$ cat config.mk
export PLATFORM = sky130hd
export DESIGN_NAME = rafc_top
export DESIGN_NICKNAME = d
export VERILOG_FILES = /design/src/design/rafc_pkg.sv /design/src/design/rafc_top.sv
export SDC_FILE = /design/constraint.sdc
export NUM_CORES = 1
export LEC_CHECK = 0
export BUFFER_PORTS_ARGS = -buffer_cell sky130_fd_sc_hd__buf_2
export CAP_MARGIN = 15
export CORE_MARGIN = 4
export CORE_UTILIZATION = 47
export DETAILED_ROUTE_END_ITERATION = 12
export PLACE_DENSITY = 0.76
export SLEW_MARGIN = 20
export SYNTH_ARGS = -nofsm -noshare
export SYNTH_HDL_FRONTEND = slang
export SYNTH_SLANG_ARGS = --single-unit
$ cat constraint.sdc
create_clock -name aclk -period 2.55 [get_ports aclk]
set_input_delay 0.51 -clock aclk [delete_from_list [all_inputs] [get_ports aclk]]
set_output_delay 0.51 -clock aclk [all_outputs]
set_load 0.1 [all_outputs]
$ cat src/design/rafc_pkg.sv
// package for the rtc alarm and frequency output control block
package rafc_pkg;
  localparam int unsigned ADDR_W = 8;
  localparam logic [7:0] OFS_CTRL = 8'h00;
  localparam logic [7:0] OFS_STAT = 8'h04;
  localparam logic [7:0] OFS_MASK = 8'h08;
  localparam logic [7:0] OFS_EXT  = 8'h0C;
  localparam logic [7:0] CTRL_RST = 8'h00;
  localparam int unsigned B_REPEAT = 7;
  localparam int unsigned B_ALMEN  = 6;
  localparam int unsigned B_LOWB   = 5;
  localparam int unsigned B_BKOE   = 4;
  localparam int unsigned FS_W     = 4;
  localparam logic [3:0] FS_OFF  = 4'h0;
  localparam logic [3:0] FS_LAST = 4'hD;
  localparam int unsigned DIV_W = 18;
  localparam logic [4:0] TAP_COPY = 5'h1F;
  localparam logic [4:0] TAP_4K   = 5'h01;
  localparam logic [4:0] TAP_1K   = 5'h03;
  localparam logic [4:0] TAP_OFS  = 5'h03;
  localparam int unsigned TAP_MAX = 16;
  localparam logic [1:0] RESP_OK  = 2'b00;
  localparam logic [1:0] RESP_ERR = 2'b10;
  localparam int unsigned ST_ALARM = 0;
  localparam int unsigned ST_FEDGE = 1;
  localparam logic [1:0] ST_MASK_W = 2'b11;

  typedef struct packed {
    logic       repeat_sel;
    logic       alm_en;
    logic       low_bias;
    logic       bk_oe;
    logic [3:0] fsel;
  } rafc_ctrl_s;

  typedef struct packed {
    rafc_ctrl_s        ctrl;
    logic [1:0]        stat;
    logic [1:0]        mask;
    logic [DIV_W-1:0]  div;
    logic              alm_done;
    logic              fout;
    logic              irq;
    logic              bias;
    logic              awready;
    logic              wready;
    logic              have_aw;
    logic              have_w;
    logic [7:0]        waddr;
    logic [31:0]       wdata;
    logic [3:0]        wstrb;
    logic              bvalid;
    logic [1:0]        bresp;
    logic              arready;
    logic              rvalid;
    logic [31:0]       rdata;
    logic [1:0]        rresp;
  } rafc_state_s;
endpackage

$ cat src/design/rafc_top.sv
// alarm control and frequency output with axi4-lite registers
//
// The implementer's own choices: register access over AXI4-Lite and the register addresses.
`timescale 1ns/1ps
// Contract
// - alarm repeat bit picks one alarm per enable (0) or an alarm on every match (1).
// - alarm matches raise nothing unless the alarm enable bit is set.
// - the low bias bit drives the oscillator bias select output through a register, one cycle later.
// - in battery backup the frequency output works only with the backup output enable bit set.
// - frequency code 0 is off, 1..4 give 32768/4096/1024/64 Hz, 5..13 halve from 32 to 1/8 Hz.
module rafc_top (
  // clock and reset
  input  wire logic        aclk,
  input  wire logic        aresetn,
  // timebase and alarm sources
  input  wire logic        osc_tick,
  input  wire logic        alarm_match,
  input  wire logic        on_battery,
  // pins
  output logic             freq_out_irq_pin,
  output logic             osc_low_bias_select,
  output logic             irq,
  // axi4-lite write
  input  wire logic [7:0]  s_awaddr,
  input  wire logic        s_awvalid,
  output logic             s_awready,
  input  wire logic [31:0] s_wdata,
  input  wire logic [3:0]  s_wstrb,
  input  wire logic        s_wvalid,
  output logic             s_wready,
  output logic [1:0]       s_bresp,
  output logic             s_bvalid,
  input  wire logic        s_bready,
  // axi4-lite read
  input  wire logic [7:0]  s_araddr,
  input  wire logic        s_arvalid,
  output logic             s_arready,
  output logic [31:0]      s_rdata,
  output logic [1:0]       s_rresp,
  output logic             s_rvalid,
  input  wire logic        s_rready
);
  rafc_pkg::rafc_state_s q_ff, nxt_q;

  // code to divider bit; the output toggles on that bit's rising, so bit k gives 32768/2^(k+2)
  function automatic logic [4:0] tap_of(input logic [3:0] fs);
    unique case (fs)
      4'h1:    tap_of = rafc_pkg::TAP_COPY;
      4'h2:    tap_of = rafc_pkg::TAP_4K;
      4'h3:    tap_of = rafc_pkg::TAP_1K;
      default: tap_of = {1'b0, fs} + rafc_pkg::TAP_OFS;
    endcase
  endfunction

  function automatic logic mapped(input logic [7:0] a);
    mapped = (a == rafc_pkg::OFS_CTRL) || (a == rafc_pkg::OFS_STAT) ||
             (a == rafc_pkg::OFS_MASK);
  endfunction

  // a write to the given offset commits in this cycle
  function automatic logic wr_now(input logic [7:0] ofs);
    wr_now = q_ff.have_aw && q_ff.have_w && !q_ff.bvalid && q_ff.wstrb[0] &&
             (q_ff.waddr == ofs);
  endfunction

  logic [4:0] tap;
  logic       fe_q;
  logic [rafc_pkg::DIV_W-1:0] div_n;
  logic       run_out;
  logic       fire;
  logic       tog;
  logic [1:0] ev;
  logic [7:0] wb;

  // the slowest code needs divider bit TAP_MAX
  if (rafc_pkg::DIV_W <= rafc_pkg::TAP_MAX) begin : g_div_chk
    $error("divider narrower than the slowest frequency code");
  end

  always_comb begin
    nxt_q = q_ff;
    tap = tap_of(q_ff.ctrl.fsel);
    div_n = q_ff.div + {{(rafc_pkg::DIV_W-1){1'b0}}, osc_tick};
    nxt_q.div = div_n;
    // low-frequency taps need the divider; 32768 Hz follows the tick itself
    run_out = (q_ff.ctrl.fsel != rafc_pkg::FS_OFF) && (q_ff.ctrl.fsel <= rafc_pkg::FS_LAST)
              && (!on_battery || q_ff.ctrl.bk_oe);
    fe_q = 1'b0;
    tog = 1'b0;
    if (tap != rafc_pkg::TAP_COPY) begin
      tog = osc_tick && div_n[tap] && !q_ff.div[tap];
    end
    if (!run_out) begin
      nxt_q.fout = 1'b0;
    end else if (tap == rafc_pkg::TAP_COPY) begin
      nxt_q.fout = osc_tick;
    end else if (tog) begin
      nxt_q.fout = !q_ff.fout;
      fe_q = !q_ff.fout;
    end
    // single mode raises once until rearmed by a control write that clears the enable
    fire = alarm_match && q_ff.ctrl.alm_en &&
           (q_ff.ctrl.repeat_sel || !q_ff.alm_done);
    if (fire && !q_ff.ctrl.repeat_sel) begin
      nxt_q.alm_done = 1'b1;
    end
    ev = {fe_q, fire};
    nxt_q.bias = q_ff.ctrl.low_bias;
    // write channel
    nxt_q.bvalid = q_ff.bvalid && !s_bready;
    if (s_awvalid && q_ff.awready) begin
      nxt_q.have_aw = 1'b1;
      nxt_q.waddr = s_awaddr;
      nxt_q.awready = 1'b0;
    end
    if (s_wvalid && q_ff.wready) begin
      nxt_q.have_w = 1'b1;
      nxt_q.wdata = s_wdata;
      nxt_q.wstrb = s_wstrb;
      nxt_q.wready = 1'b0;
    end
    wb = q_ff.wdata[7:0];
    if (q_ff.have_aw && q_ff.have_w && !q_ff.bvalid) begin
      nxt_q.have_aw = 1'b0;
      nxt_q.have_w = 1'b0;
      nxt_q.awready = 1'b1;
      nxt_q.wready = 1'b1;
      nxt_q.bvalid = 1'b1;
      nxt_q.bresp = mapped(q_ff.waddr) ? rafc_pkg::RESP_OK : rafc_pkg::RESP_ERR;
      if (q_ff.wstrb[0]) begin
        if (q_ff.waddr == rafc_pkg::OFS_CTRL) begin
          nxt_q.ctrl = rafc_pkg::rafc_ctrl_s'(wb);
          if (!wb[rafc_pkg::B_ALMEN]) begin
            nxt_q.alm_done = 1'b0;
          end
        end
        if (q_ff.waddr == rafc_pkg::OFS_STAT) begin
          nxt_q.stat = q_ff.stat & ~wb[1:0];
        end
        if (q_ff.waddr == rafc_pkg::OFS_MASK) begin
          nxt_q.mask = wb[1:0] & rafc_pkg::ST_MASK_W;
        end
      end
    end
    // set wins over a same-cycle clear
    nxt_q.stat = nxt_q.stat | ev;
    nxt_q.irq = |(nxt_q.stat & nxt_q.mask);
    // read channel
    if (q_ff.rvalid && s_rready) begin
      nxt_q.rvalid = 1'b0;
      nxt_q.arready = 1'b1;
    end
    if (s_arvalid && q_ff.arready) begin
      nxt_q.arready = 1'b0;
      nxt_q.rvalid = 1'b1;
      nxt_q.rresp = mapped(s_araddr) ? rafc_pkg::RESP_OK : rafc_pkg::RESP_ERR;
      unique case (s_araddr)
        rafc_pkg::OFS_CTRL: nxt_q.rdata = {24'h00_0000, q_ff.ctrl};
        rafc_pkg::OFS_STAT: nxt_q.rdata = {30'h0000_0000, q_ff.stat};
        rafc_pkg::OFS_MASK: nxt_q.rdata = {30'h0000_0000, q_ff.mask};
        default:            nxt_q.rdata = 32'h0000_0000;
      endcase
    end
  end

  always_ff @(posedge aclk) begin
    if (!aresetn) begin
      q_ff <= '0;
      q_ff.ctrl <= rafc_pkg::rafc_ctrl_s'(rafc_pkg::CTRL_RST);
      q_ff.awready <= 1'b1;
      q_ff.wready <= 1'b1;
      q_ff.arready <= 1'b1;
    end else begin
      q_ff <= nxt_q;
    end
  end

  assign freq_out_irq_pin = q_ff.fout;
  assign osc_low_bias_select = q_ff.bias;
  assign irq = q_ff.irq;
  assign s_awready = q_ff.awready;
  assign s_wready = q_ff.wready;
  assign s_bvalid = q_ff.bvalid;
  assign s_bresp = q_ff.bresp;
  assign s_arready = q_ff.arready;
  assign s_rvalid = q_ff.rvalid;
  assign s_rdata = q_ff.rdata;
  assign s_rresp = q_ff.rresp;

  a_alarm_gated: assert property (@(posedge aclk) disable iff (!aresetn)
    $rose(q_ff.stat[0]) |-> $past(q_ff.ctrl.alm_en))
    else $error("alarm raised while disabled");
  a_single_once: assert property (@(posedge aclk) disable iff (!aresetn)
    (q_ff.alm_done && !q_ff.ctrl.repeat_sel && alarm_match && !s_awvalid) |=> !fire)
    else $error("single alarm repeated");
  a_repeat_fire: assert property (@(posedge aclk) disable iff (!aresetn)
    (alarm_match && q_ff.ctrl.alm_en && q_ff.ctrl.repeat_sel) |=> q_ff.stat[0])
    else $error("periodic alarm missed");
  a_bias_follow: assert property (@(posedge aclk) disable iff (!aresetn)
    ##1 osc_low_bias_select == $past(q_ff.ctrl.low_bias))
    else $error("bias select wrong");
  a_backup_off: assert property (@(posedge aclk) disable iff (!aresetn)
    (on_battery && !q_ff.ctrl.bk_oe) |=> !freq_out_irq_pin)
    else $error("output active in backup");
  a_code_off: assert property (@(posedge aclk) disable iff (!aresetn)
    (q_ff.ctrl.fsel == rafc_pkg::FS_OFF) |=> !freq_out_irq_pin)
    else $error("output active when off");
  a_div_step: assert property (@(posedge aclk) disable iff (!aresetn)
    osc_tick |=> q_ff.div == $past(q_ff.div) + 1'b1)
    else $error("divider did not count");
  a_tap_fast: assert property (@(posedge aclk) disable iff (!aresetn)
    (q_ff.ctrl.fsel == 4'h1 && run_out && osc_tick) |=> freq_out_irq_pin)
    else $error("32768 Hz path wrong");
  a_bvalid_hold: assert property (@(posedge aclk) disable iff (!aresetn)
    (s_bvalid && !s_bready) |=> s_bvalid)
    else $error("write response dropped early");
  a_bresp_hold: assert property (@(posedge aclk) disable iff (!aresetn)
    (s_bvalid && !s_bready) |=> $stable(s_bresp))
    else $error("write response code changed");
  a_rvalid_hold: assert property (@(posedge aclk) disable iff (!aresetn)
    (s_rvalid && !s_rready) |=> s_rvalid)
    else $error("read response dropped early");
  a_rdata_hold: assert property (@(posedge aclk) disable iff (!aresetn)
    (s_rvalid && !s_rready) |=> $stable(s_rdata))
    else $error("read data changed while waiting");
  a_rresp_hold: assert property (@(posedge aclk) disable iff (!aresetn)
    (s_rvalid && !s_rready) |=> $stable(s_rresp))
    else $error("read response code changed");
  a_bvalid_drop: assert property (@(posedge aclk) disable iff (!aresetn)
    (s_bvalid && s_bready) |=> !s_bvalid)
    else $error("write response repeated");
  a_rvalid_drop: assert property (@(posedge aclk) disable iff (!aresetn)
    (s_rvalid && s_rready) |=> !s_rvalid)
    else $error("read response repeated");
  a_ar_answer: assert property (@(posedge aclk) disable iff (!aresetn)
    (s_arvalid && s_arready) |=> (s_rvalid && !s_arready))
    else $error("read not answered next cycle");
  a_aw_taken: assert property (@(posedge aclk) disable iff (!aresetn)
    (s_awvalid && s_awready) |=> !s_awready)
    else $error("write address not closed");
  a_w_taken: assert property (@(posedge aclk) disable iff (!aresetn)
    (s_wvalid && s_wready) |=> !s_wready)
    else $error("write data not closed");
  a_resp_after: assert property (@(posedge aclk) disable iff (!aresetn)
    $rose(s_bvalid) |-> $past(!s_awready && !s_wready))
    else $error("response before address and data");
  a_rd_ctrl: assert property (@(posedge aclk) disable iff (!aresetn)
    (s_arvalid && s_arready && s_araddr == rafc_pkg::OFS_CTRL) |=>
    s_rdata == {24'h00_0000, $past(q_ff.ctrl)})
    else $error("control readback wrong");
  a_rd_stat: assert property (@(posedge aclk) disable iff (!aresetn)
    (s_arvalid && s_arready && s_araddr == rafc_pkg::OFS_STAT) |=>
    s_rdata == {30'h0000_0000, $past(q_ff.stat)})
    else $error("status readback wrong");
  a_rd_mask: assert property (@(posedge aclk) disable iff (!aresetn)
    (s_arvalid && s_arready && s_araddr == rafc_pkg::OFS_MASK) |=>
    s_rdata == {30'h0000_0000, $past(q_ff.mask)})
    else $error("mask readback wrong");
  a_rd_err: assert property (@(posedge aclk) disable iff (!aresetn)
    (s_arvalid && s_arready && !mapped(s_araddr)) |=>
    (s_rresp == rafc_pkg::RESP_ERR && s_rdata == 32'h0000_0000))
    else $error("unmapped read not refused");
  a_wr_err: assert property (@(posedge aclk) disable iff (!aresetn)
    ($rose(s_bvalid) && !mapped(q_ff.waddr)) |-> s_bresp == rafc_pkg::RESP_ERR)
    else $error("unmapped write not refused");
  a_upper_zero: assert property (@(posedge aclk) disable iff (!aresetn)
    s_rvalid |-> s_rdata[31:8] == 24'h00_0000)
    else $error("upper read bits not zero");
  a_aw_busy: assert property (@(posedge aclk) disable iff (!aresetn)
    q_ff.have_aw |-> !s_awready)
    else $error("address accepted while busy");
  a_w_busy: assert property (@(posedge aclk) disable iff (!aresetn)
    q_ff.have_w |-> !s_wready)
    else $error("data accepted while busy");
  a_alarm_set: assert property (@(posedge aclk) disable iff (!aresetn)
    (alarm_match && q_ff.ctrl.alm_en && !q_ff.alm_done) |=> q_ff.stat[rafc_pkg::ST_ALARM])
    else $error("enabled alarm not raised");
  a_single_done: assert property (@(posedge aclk) disable iff (!aresetn)
    $rose(q_ff.alm_done) |-> $past(fire && !q_ff.ctrl.repeat_sel))
    else $error("single alarm latched without event");
  a_done_clear: assert property (@(posedge aclk) disable iff (!aresetn)
    $fell(q_ff.alm_done) |->
    $past(wr_now(rafc_pkg::OFS_CTRL) && !q_ff.wdata[rafc_pkg::B_ALMEN]))
    else $error("single alarm rearmed without disable");
  a_ctrl_write: assert property (@(posedge aclk) disable iff (!aresetn)
    !$stable(q_ff.ctrl) |-> $past(wr_now(rafc_pkg::OFS_CTRL)))
    else $error("control changed without a write");
  a_fedge_set: assert property (@(posedge aclk) disable iff (!aresetn)
    ($rose(freq_out_irq_pin) && $past(q_ff.ctrl.fsel) != 4'h1) |->
    q_ff.stat[rafc_pkg::ST_FEDGE])
    else $error("output edge not recorded");
  a_out_gate: assert property (@(posedge aclk) disable iff (!aresetn)
    !run_out |=> !freq_out_irq_pin)
    else $error("output active while gated");
  a_fast_copy: assert property (@(posedge aclk) disable iff (!aresetn)
    (run_out && tap == rafc_pkg::TAP_COPY) |=> freq_out_irq_pin == $past(osc_tick))
    else $error("fast output does not follow tick");
  a_fout_hold: assert property (@(posedge aclk) disable iff (!aresetn)
    (run_out && tap != rafc_pkg::TAP_COPY && !tog) |=> $stable(freq_out_irq_pin))
    else $error("divided output moved off its tap");
  a_div_hold: assert property (@(posedge aclk) disable iff (!aresetn)
    !osc_tick |=> $stable(q_ff.div))
    else $error("divider moved without tick");
  a_irq_level: assert property (@(posedge aclk) disable iff (!aresetn)
    irq == |(q_ff.stat & q_ff.mask))
    else $error("interrupt level wrong");
  // sticky bits only fall on a write of one
  for (genvar i = 0; i < 2; i++) begin : g_stat
    a_stat_keep: assert property (@(posedge aclk) disable iff (!aresetn)
      (q_ff.stat[i] && !(wr_now(rafc_pkg::OFS_STAT) && q_ff.wdata[i])) |=> q_ff.stat[i])
      else $error("status bit lost");
    a_irq_bit: assert property (@(posedge aclk) disable iff (!aresetn)
      (q_ff.stat[i] && q_ff.mask[i]) |-> irq)
      else $error("unmasked status without interrupt");
  end
endmodule

== Word level (Yosys, flattened, before mapping) ==
Cells that the tools add are included.
Storage, ports and cells
  register bits after elaboration: 94
  input bits: 62
  output and inout bits: 44
  logic and storage cells: 105
Cells by class
  $add $sub $neg: 2
  $lt $le $gt $ge: 2
  equal/unequal tests: 9
  multiplexer cells: 26
  bitwise gates (word level): 5
  reductions and logical operators: 36
Operators with widths (number)
  36-bit 2-to-1 mux: 1
  8-bit one-hot mux with 3 select lines: 1
  18-bit by 1-bit adder with 18-bit output: 1
  8-bit by 3-bit == test with 1-bit output (second input constant): 2
  8-bit by 4-bit == test with 1-bit output (second input constant): 2
  8-bit zero test: 2
  5-bit one-hot mux with 3 select lines: 1
  1-bit logical AND: 14
  1-bit 2-to-1 mux: 13
  1-bit binary-select mux with 5-bit select: 2
  2-bit 2-to-1 mux: 5
  4-bit by 2-bit == test with 1-bit output (second input constant): 2
  4-bit 2-to-1 mux: 2
  1-bit zero test: 7
  1-bit logical OR: 6
  5-bit by 6-bit less-than comparator with 1-bit output (second input constant): 1
  4-bit by 2-bit adder with 5-bit output (second input constant): 1
  5-bit == test (second input constant): 1
  5-bit != test (second input constant): 1
  2-bit bitwise AND: 2
  4-bit by 1-bit == test with 1-bit output (second input constant): 1
  4-bit less-or-equal comparator (second input constant): 1
  2-bit nonzero test: 2
  4-bit nonzero test: 1
  7 further kinds: 8

== Logic depth before layout (Yosys ltp) ==
Gate-level depths: netlist (run 1).
  word-level depth: 13
  depth in mapped cells: 11
  mapped depth without buffers: 9

== Worst setup path before layout (run 1) ==
No wires, ideal clock.
  path type: reg2reg
  start point: register q_ff[113] in the netlist's numbering
  end point: register q_ff[112] in the netlist's numbering
  library setup time: 122 ps
  arrival: 2634 ps
  data required time: 2428 ps
  setup slack: -207 ps
  cell stages (with the launch flop): 11
  path buffers: 1
  clock period less this slack: 2757 ps
  cells stage by stage: dfxtp_1 -> clkbuf_1 -> inv_1 -> ha_1 -> or4b_4 -> nand4b_1 -> o21ai_0 -> o2111a_1 -> a211o_2 -> a22oi_2 -> a21boi_1
Between the ends
  cells in the longest elaborated chain, start to end: 11
  elaborated cells on any way between the ends: 23
  those cells by class: add/sub: 1; order compare: 1; eq/ne: 5; mux: 9; bitwise: 1; reduce/logical: 6
Ends and longest elaborated chain
  start: declaration: line rafc_top.sv:43  | rafc_pkg::rafc_state_s q_ff, nxt_q;
  start signal: assignment: line rafc_top.sv:174  | q_ff <= nxt_q;
  4-bit by 2-bit adder with 5-bit output (tied with other cells): line rafc_top.sv:51  | default: tap_of = {1'b0, fs} + rafc_pkg::TAP_OFS;
  5-bit one-hot mux with 3 select lines: line rafc_top.sv:47  | unique case (fs)
  1-bit binary-select mux with 5-bit select: line rafc_top.sv:91  | tog = osc_tick && div_n[tap] && !q_ff.div[tap];
  1-bit 2-to-1 mux (implied by the code): line rafc_top.sv:91
  1-bit logical AND or 1-bit zero test (tied branches): line rafc_top.sv:91
  1-bit logical AND: line rafc_top.sv:91
  1-bit 2-to-1 mux: line rafc_top.sv:90  | if (tap != rafc_pkg::TAP_COPY) begin
  1-bit 2-to-1 mux: line rafc_top.sv:97  | end else if (tog) begin
  1-bit 2-to-1 mux: line rafc_top.sv:95  | end else if (tap == rafc_pkg::TAP_COPY) begin
  1-bit 2-to-1 mux (*): line rafc_top.sv:93  | if (!run_out) begin
  2-bit OR (*): line rafc_top.sv:146  | nxt_q.stat = nxt_q.stat | ev;
Every way passes the cells marked *; elsewhere a longest branch is shown, timed or not. The select of a mux whose other input is x is not followed.
A chain may end at the register's enable or synchronous reset.

== Worst setup path in the final report (run 1) ==
Same ends and word-level chain as after synthesis.

==> results of run 1 <==
==> worst max-delay path by stage <==
stage	endpoint	start	slack, ns	depth (start not counted)
floorplan	freq_out_irq_pin$_SDFFE_PN0P_	osc_tick	0.04	9
global placement	q_ff[112]$_SDFF_PN0_	osc_tick	-0.16	10
detailed placement	q_ff[112]$_SDFF_PN0_	osc_tick	-0.18	10
CTS	q_ff[112]$_SDFF_PN0_	q_ff[113]$_SDFFE_PN0P_	0.02	9
global route	q_ff[112]$_SDFF_PN0_	q_ff[113]$_SDFFE_PN0P_	0.00005	9
finish	q_ff[112]$_SDFF_PN0_	q_ff[113]$_SDFFE_PN0P_	0.1	9
==> cell families (layout without fill, tap and decap cells) <==
group / after synthesis / after routing / synth area share (%)
compound gates: 95 / 95 / 19.0
xor+xnor: 12 / 12 / 2.80
fa+ha+maj: 6 / 6 / 2.00
buf+inv: 67 / 109 / 10.5
flops: 68 / 68 / 36.2
mux: 14 / 14 / 3.73
other cells: 1 / 26 / 0.0998
simple gates: 169 / 169 / 25.7
==> repair_timing <==
item | 4_1_cts | 5_1_grt
hold buffers | 0 | 0
setup endpoints to repair | 2 | 3
pin swaps | 2 | 6
gates resized for setup | 3 | 16
==> flip-flops by register name, summed over array words and instances, names as in the netlist <==
signal               count
s_wready                 1
osc_low_bias_select      1
s_rdata                  8
q_ff                    49
irq                      1
s_arready                1
s_rvalid                 1
s_bvalid                 1
s_rresp                  1
nxt_q                    1
freq_out_irq_pin         1
s_bresp                  1
s_awready                1
==> power groups by stage <==
stage	clock (uW)	combinational [uW]	sequential (uW)
2_1_floorplan	0	301	1170
6_report	968	363	1110
4_1_cts	989	363	1120
3_5_place_dp	0	362	1140
5_1_grt	1040	384	1120
3_3_place_gp	0	358	1140
==> layout make-up <==
type | instances | area, um2 | area share (%)
Tap cell | 102 | 128 | 2.90
Timing Repair Buffer | 79 | 463 | 10.5
Clock inverter | 6 | 88.8 | 2.02
Inverter | 14 | 52.6 | 1.19
Multi-Input combinational cell | 322 | 2170 | 49.3
Sequential cell | 68 | 1370 | 31.1
Clock buffer | 10 | 128 | 2.90
==> critical path: stages, from the launching register on <==
cell and delay (ns):
dfxtp_4 0.39, inv_2 0.07, ha_4 0.18, or4b_4 0.57
a21oi_4 0.19, o21ai_1 0.09, o2111a_1 0.15, a211o_2 0.32
a22oi_2 0.26, a21boi_1 0.10
==> cells in the final DEF (no fill, tap or decap), types with 3 or more instances in the layout <==
cell and n:
buf_4 27, xnor2_1 7, conb_1 26, nor2b_1 23
inv_1 13, dfxtp_1 66, nand3b_1 3, nand3_1 21
nor4_1 4, ha_1 3, nand2_1 43, and2_1 17
o21ai_0 12, clkbuf_8 9, o21ai_1 4, xor2_1 5
mux2i_1 14, nand2b_1 5, o21a_1 4, nor3_1 8
nor2_1 15, a31oi_1 3, or4_1 3, a21oi_1 10
a22oi_1 6, buf_2 52, nand4b_1 3, nand4_1 5
a21boi_0 23
==> routing by layer <==
layer / vias to the layer above / routed length [um] / track usage [%]
met5: - / 0 / 0
met4: 0 / 151 / 6.28
met3: 14 / 334 / 3.16
met2: 68 / 4280 / 31.0
met1: 1502 / 3530 / 21.1
li1: 1603 / - / -
==> metrics by stage <==
stage | std cells | setup WS, ns | total power, uW | hold WS, ns
6_report | 601 | 0.0965 | 2450 | 0.374
3_3_place_gp | 585 | -0.159 | 1500 | 0.453
3_5_place_dp | 585 | -0.183 | 1500 | 0.460
5_1_grt | 601 | 0.0000453 | 2540 | 0.378
2_1_floorplan | 457 | 0.0357 | 1480 | 0.437
4_1_cts | 601 | 0.0177 | 2470 | 0.349
==> flow_summary.yaml, run 1 <==
timing:
  rsz0062_at_grt: "no"
  finClkSkew_ns: 0.0103
  setup_viol: 0
  slew_viol_final: 0
  worst_pin_slew_ns: 0.563
  max_freq_mhz: 408
  hold_viol: 0
  period_share_pct: 96.2
  fin_tns_setup_ns: 0
  finalCriticalPeriod_ns: 2.45
  slew_headroom_pct: 62.2
yosys:
  netlist_instances: 432
  synth_edf_count: 0
  synth_cell_types: 70
  syn_area_per_cell_um2: 8.70
  synth_ff_type: "dfxtp_1"
  seq_area_frac_synth_pct: 36.2
  synth-seq-cells: 68
  synth_top_area_share_pct: 36.2
  synth_area_leaders: "dfxtp_1 36%, buf_4 7.4%, a21boi_0 4.6%"
  async_flop_share_pct: 0
  ys_warn_count: 0
  synth_area_um2: 3760
  synth_largest_area_cell: "dfxtp_1"
  post-synth-top-count-cell: "dfxtp_1"
  ys_top_cells_by_count: "68 x dfxtp_1, 43 x nand2_1, 37 x buf_4, 23 x a21boi_0, 23 x nor2b_1"
cts:
  cts_setup_buffers: 0
  ctsHtreeMaxLevel: 3
  clk_latency_ns: 0.34
  numCtsBuffers: 9
  tritoncts: "done"
  clk_pin_slew_worst_paths_ns: 0.07
  ctsRootBufferMaster: "clkbuf_8"
  cts.sinks: 68
  cts_buffer_depth: 2
setup_path:
  r2r_cells: 9
  regToRegSetupSlack_ns: 0.1
  cp.required_ns: 2.77
  startpoint_type: "flip-flop"
  critPathArrivalTime_ns: 2.67
  r2r-start: "q_ff[113]$_SDFFE_PN0P_"
  crit_fanout: 6
  cp-end-kind: "flip-flop"
  critPathKind: "flip-flop to flip-flop"
  r2r_end: "q_ff[112]$_SDFF_PN0_"
power_and_ir_drop:
  power_density_nw_per_um2: 556
  pwr-share-clk_pct: 39.6
  share_seq_of_total_power_pct: 45.6
  vdd_drop_max_mv: 0.396
  leakagePower_uw: 0.00174
  p_comb_share_pct: 14.8
  swShare_pct: 30.1
  internal-power_uw: 1710
  power.switching_uw: 735
worst_hold_path:
  hold_start: "s_wvalid"
  min_to: "s_wready$_SDFFE_PP1P_"
  whs_path_depth: 2
  hold_path.class: "primary input to flip-flop"
run_status:
  status: "completed"
drt:
  wire_per_inst_um: 13.8
  viasPerCell: 5.30
  first_pass_iters: 4
  ant_nets: 0
  vias: 3187
  wirelength_mm: 8.30
  drt_iter0_drc: 102
  route.detailed.drc: 0
cells_and_area:
  n_fill_cell: 722
  diodes: 0
  finish.instance_area_um2: 4400
  layout-drive-gt1-share_pct: 25.3
  syn_to_final_growth_pct: 17.0
  nets: 562
  fin_util_pct: 56.6
placed_design:
  globalplace.congestion: 0.859
  place_hpwl_mm: 6.23
  io_buffer_count: 52
  placed_area_um2: 4100
floorplanning:
  dieArea_um2: 9490
  die_y_um: 97.4
  core_um2: 7770
  initial_core_util_pct: 48.4
  die_width_um: 97.4
  ioPinCount: 106
  rows: 32
global_route:
  antenna_found_initial: 0
  grt_usage_pct: 17.5
  grt_pass1_vias: 3036
  grt_max_degree: 48
  overflow: 0
  grt_first_pass_wirelength_mm: 13.9
job:
  max-cap-violations: 0
(Power assumes the default switching activity.)
==> run 2, diff against run 1 <==
--- a/config.mk
+++ b/config.mk
@@ -10,7 +10,7 @@
 export CORE_MARGIN = 4
 export CORE_UTILIZATION = 47
 export DETAILED_ROUTE_END_ITERATION = 12
-export PLACE_DENSITY = 0.76
+export PLACE_DENSITY_LB_ADDON = 0.08
 export SLEW_MARGIN = 20
 export SYNTH_ARGS = -nofsm -noshare
 export SYNTH_HDL_FRONTEND = slang
==> flow_summary.yaml, run 2 (synthesis gave the netlist of run 1 again) <==
setup_path:
  crit_buf_inv: 3
  regToRegSetupSlack_ns: 0.06
  cp_common_cell: "buf_4"
  crit_fanout: 5
  crit_chain: "inv_1 -> buf_4 -> ha_1 -> buf_4 -> o32a_1 -> o221a_2 -> a32oi_4 -> a2111oi_4 -> a22oi_2 -> a21boi_1"
  cp_slowest_stage_delay_ns: 0.37
  cp.required_ns: 2.78
  critPathKind: "flip-flop to flip-flop"
  cp-end-kind: "flip-flop"
  crit_family: "compound AO/OA/AOI/OAI gates"
  crit_slowest_cell: "dfxtp_4"
  startpoint_type: "flip-flop"
  critPathArrivalTime_ns: 2.72
power_and_ir_drop:
  leakagePower_uw: 0.00178
  share_seq_of_total_power_pct: 46.6
  internal-power_uw: 1640
  p_total_uw: 2390
  power_density_nw_per_um2: 528
  pwr-share-clk_pct: 38.1
  power.switching_uw: 753
  swShare_pct: 31.5
  p_comb_share_pct: 15.3
  vdd_drop_max_mv: 0.324
placed_design:
  placed_area_um2: 4180
  globalplace.congestion: 0.900
  pre_cts_slack_ns: -0.180
  io_buffer_count: 52
  placed_cells: 594
  place_hpwl_mm: 6.19
timing:
  slew_headroom_pct: 66.9
  period_share_pct: 97.8
  setup_ws_ns: 0.0560
  finClkSkew_ns: 0.0141
  setup_viol: 0
  slew_viol_final: 0
  finalCriticalPeriod_ns: 2.49
  hold_viol: 0
  worst_pin_slew_ns: 0.491
  max_freq_mhz: 401
  hold-worst-slack_ns: 0.375
job:
  max-cap-violations: 0
cells_and_area:
  final_common_cell: "dfxtp_1"
  regMostFlops: "q_ff"
  final_cell_mix: "66 x dfxtp_1, 52 x buf_2, 43 x nand2_1"
  diodes: 0
  largest_register_ffs: 49
  final_cells: 611
  nets: 573
  syn_to_final_growth_pct: 20.5
  layout-drive-gt1-share_pct: 27.7
  finish.instance_area_um2: 4530
cts:
  numCtsBuffers: 9
  cts.sinks: 68
  clk_latency_ns: 0.35
  postCtsHoldBufs: 0
  tritoncts: "done"
  clk_pin_slew_worst_paths_ns: 0.07
  ctsRootBufferMaster: "clkbuf_8"
  cts_buffer_depth: 2
  ctsHtreeMaxLevel: 3
drt:
  viasPerCell: 5.22
  route.detailed.drc: 0
  wirelength_mm: 8.44
  first_pass_iters: 4
  vias: 3188
  wire_per_inst_um: 13.8
  ant_nets: 0
  drt_iter0_drc: 142
floorplanning:
  die_width_um: 97.4
  core_um2: 7770
  rows: 32
  dieArea_um2: 9490
  initial_core_util_pct: 48.4
  ioPinCount: 106
  die_y_um: 97.4
global_route:
  antenna_found_initial: 0
  grt_max_degree: 43
  overflow: 0
  grt_usage_pct: 17.9
  grt_first_pass_wirelength_mm: 14.4
  grt_pass1_vias: 3089
worst_hold_path:
  hold_path.class: "primary input to flip-flop"
run_status:
  status: "completed"
## run 2: cell types whose count changed in the layout (fill, tap and decap cells not counted), sizes merged
| cell | before | now |
|---|---|---|
| clkinvlp | 2 | 3 |
| clkinv | 2 | 0 |
| buf | 79 | 90 |
| bufinv | 2 | 1 |
| inv | 14 | 15 |
## run 2: power groups by stage
| stage | Sequential, uW | Combinational [uW] | Clock (uW) |
|---|---|---|---|
| finish | 1120 | 366 | 910 |
| global route | 1120 | 388 | 995 |
| CTS | 1120 | 366 | 946 |
| detailed placement | 1140 | 366 | 0 |
| global placement | 1140 | 362 | 0 |
| floorplan | 1170 | 301 | 0 |
## run 2: metrics by stage
stage / utilization (%) / TNS, ns
2_1_floorplan: - / 0
3_3_place_gp: 53.8 / -0.362
3_5_place_dp: 53.8 / -0.467
4_1_cts: 56.5 / 0
5_1_grt: 58.3 / -0.0220
6_report: 58.3 / 0
## run 2: cell type report
cell class	count	area (um2)
Timing Repair Buffer	90	558
Clock buffer	10	138
Tap cell	102	128
Fill cell	732	3240
Multi-Input combinational cell	322	2220
Sequential cell	68	1370
Clock inverter	5	61.3
Inverter	14	52.6
## run 2: metal layers
layer	vias to the layer above	global-route usage (%)	part of all wire, %
li1	1617	-	-
met1	1475	23.4	45
met2	83	29.6	49
met3	13	3.02	4.1
met4	0	7.03	1.7
met5	-	0	0
## run 2: worst paths after layout
check | from | endpoint | depth (start not counted)
max | q_ff[113]$_SDFFE_PN0P_ | q_ff[112]$_SDFF_PN0_ | 10
min | s_wvalid | s_wready$_SDFFE_PP1P_ | 2
max reg2reg | q_ff[113]$_SDFFE_PN0P_ | q_ff[112]$_SDFF_PN0_ | 10
min reg2reg | q_ff[49]$_SDFFE_PN0P_ | q_ff[90]$_SDFF_PN0_ | 2
## run 2: repair_timing
| item | in CTS | in global routing |
|---|---|---|
| pin swaps | 1 | 10 |
| resized for setup | 2 | 24 |
| hold endpoints to repair | 0 | 0 |
| buffers inserted | 1 | 1 |
| setup endpoints to repair | 3 | 3 |
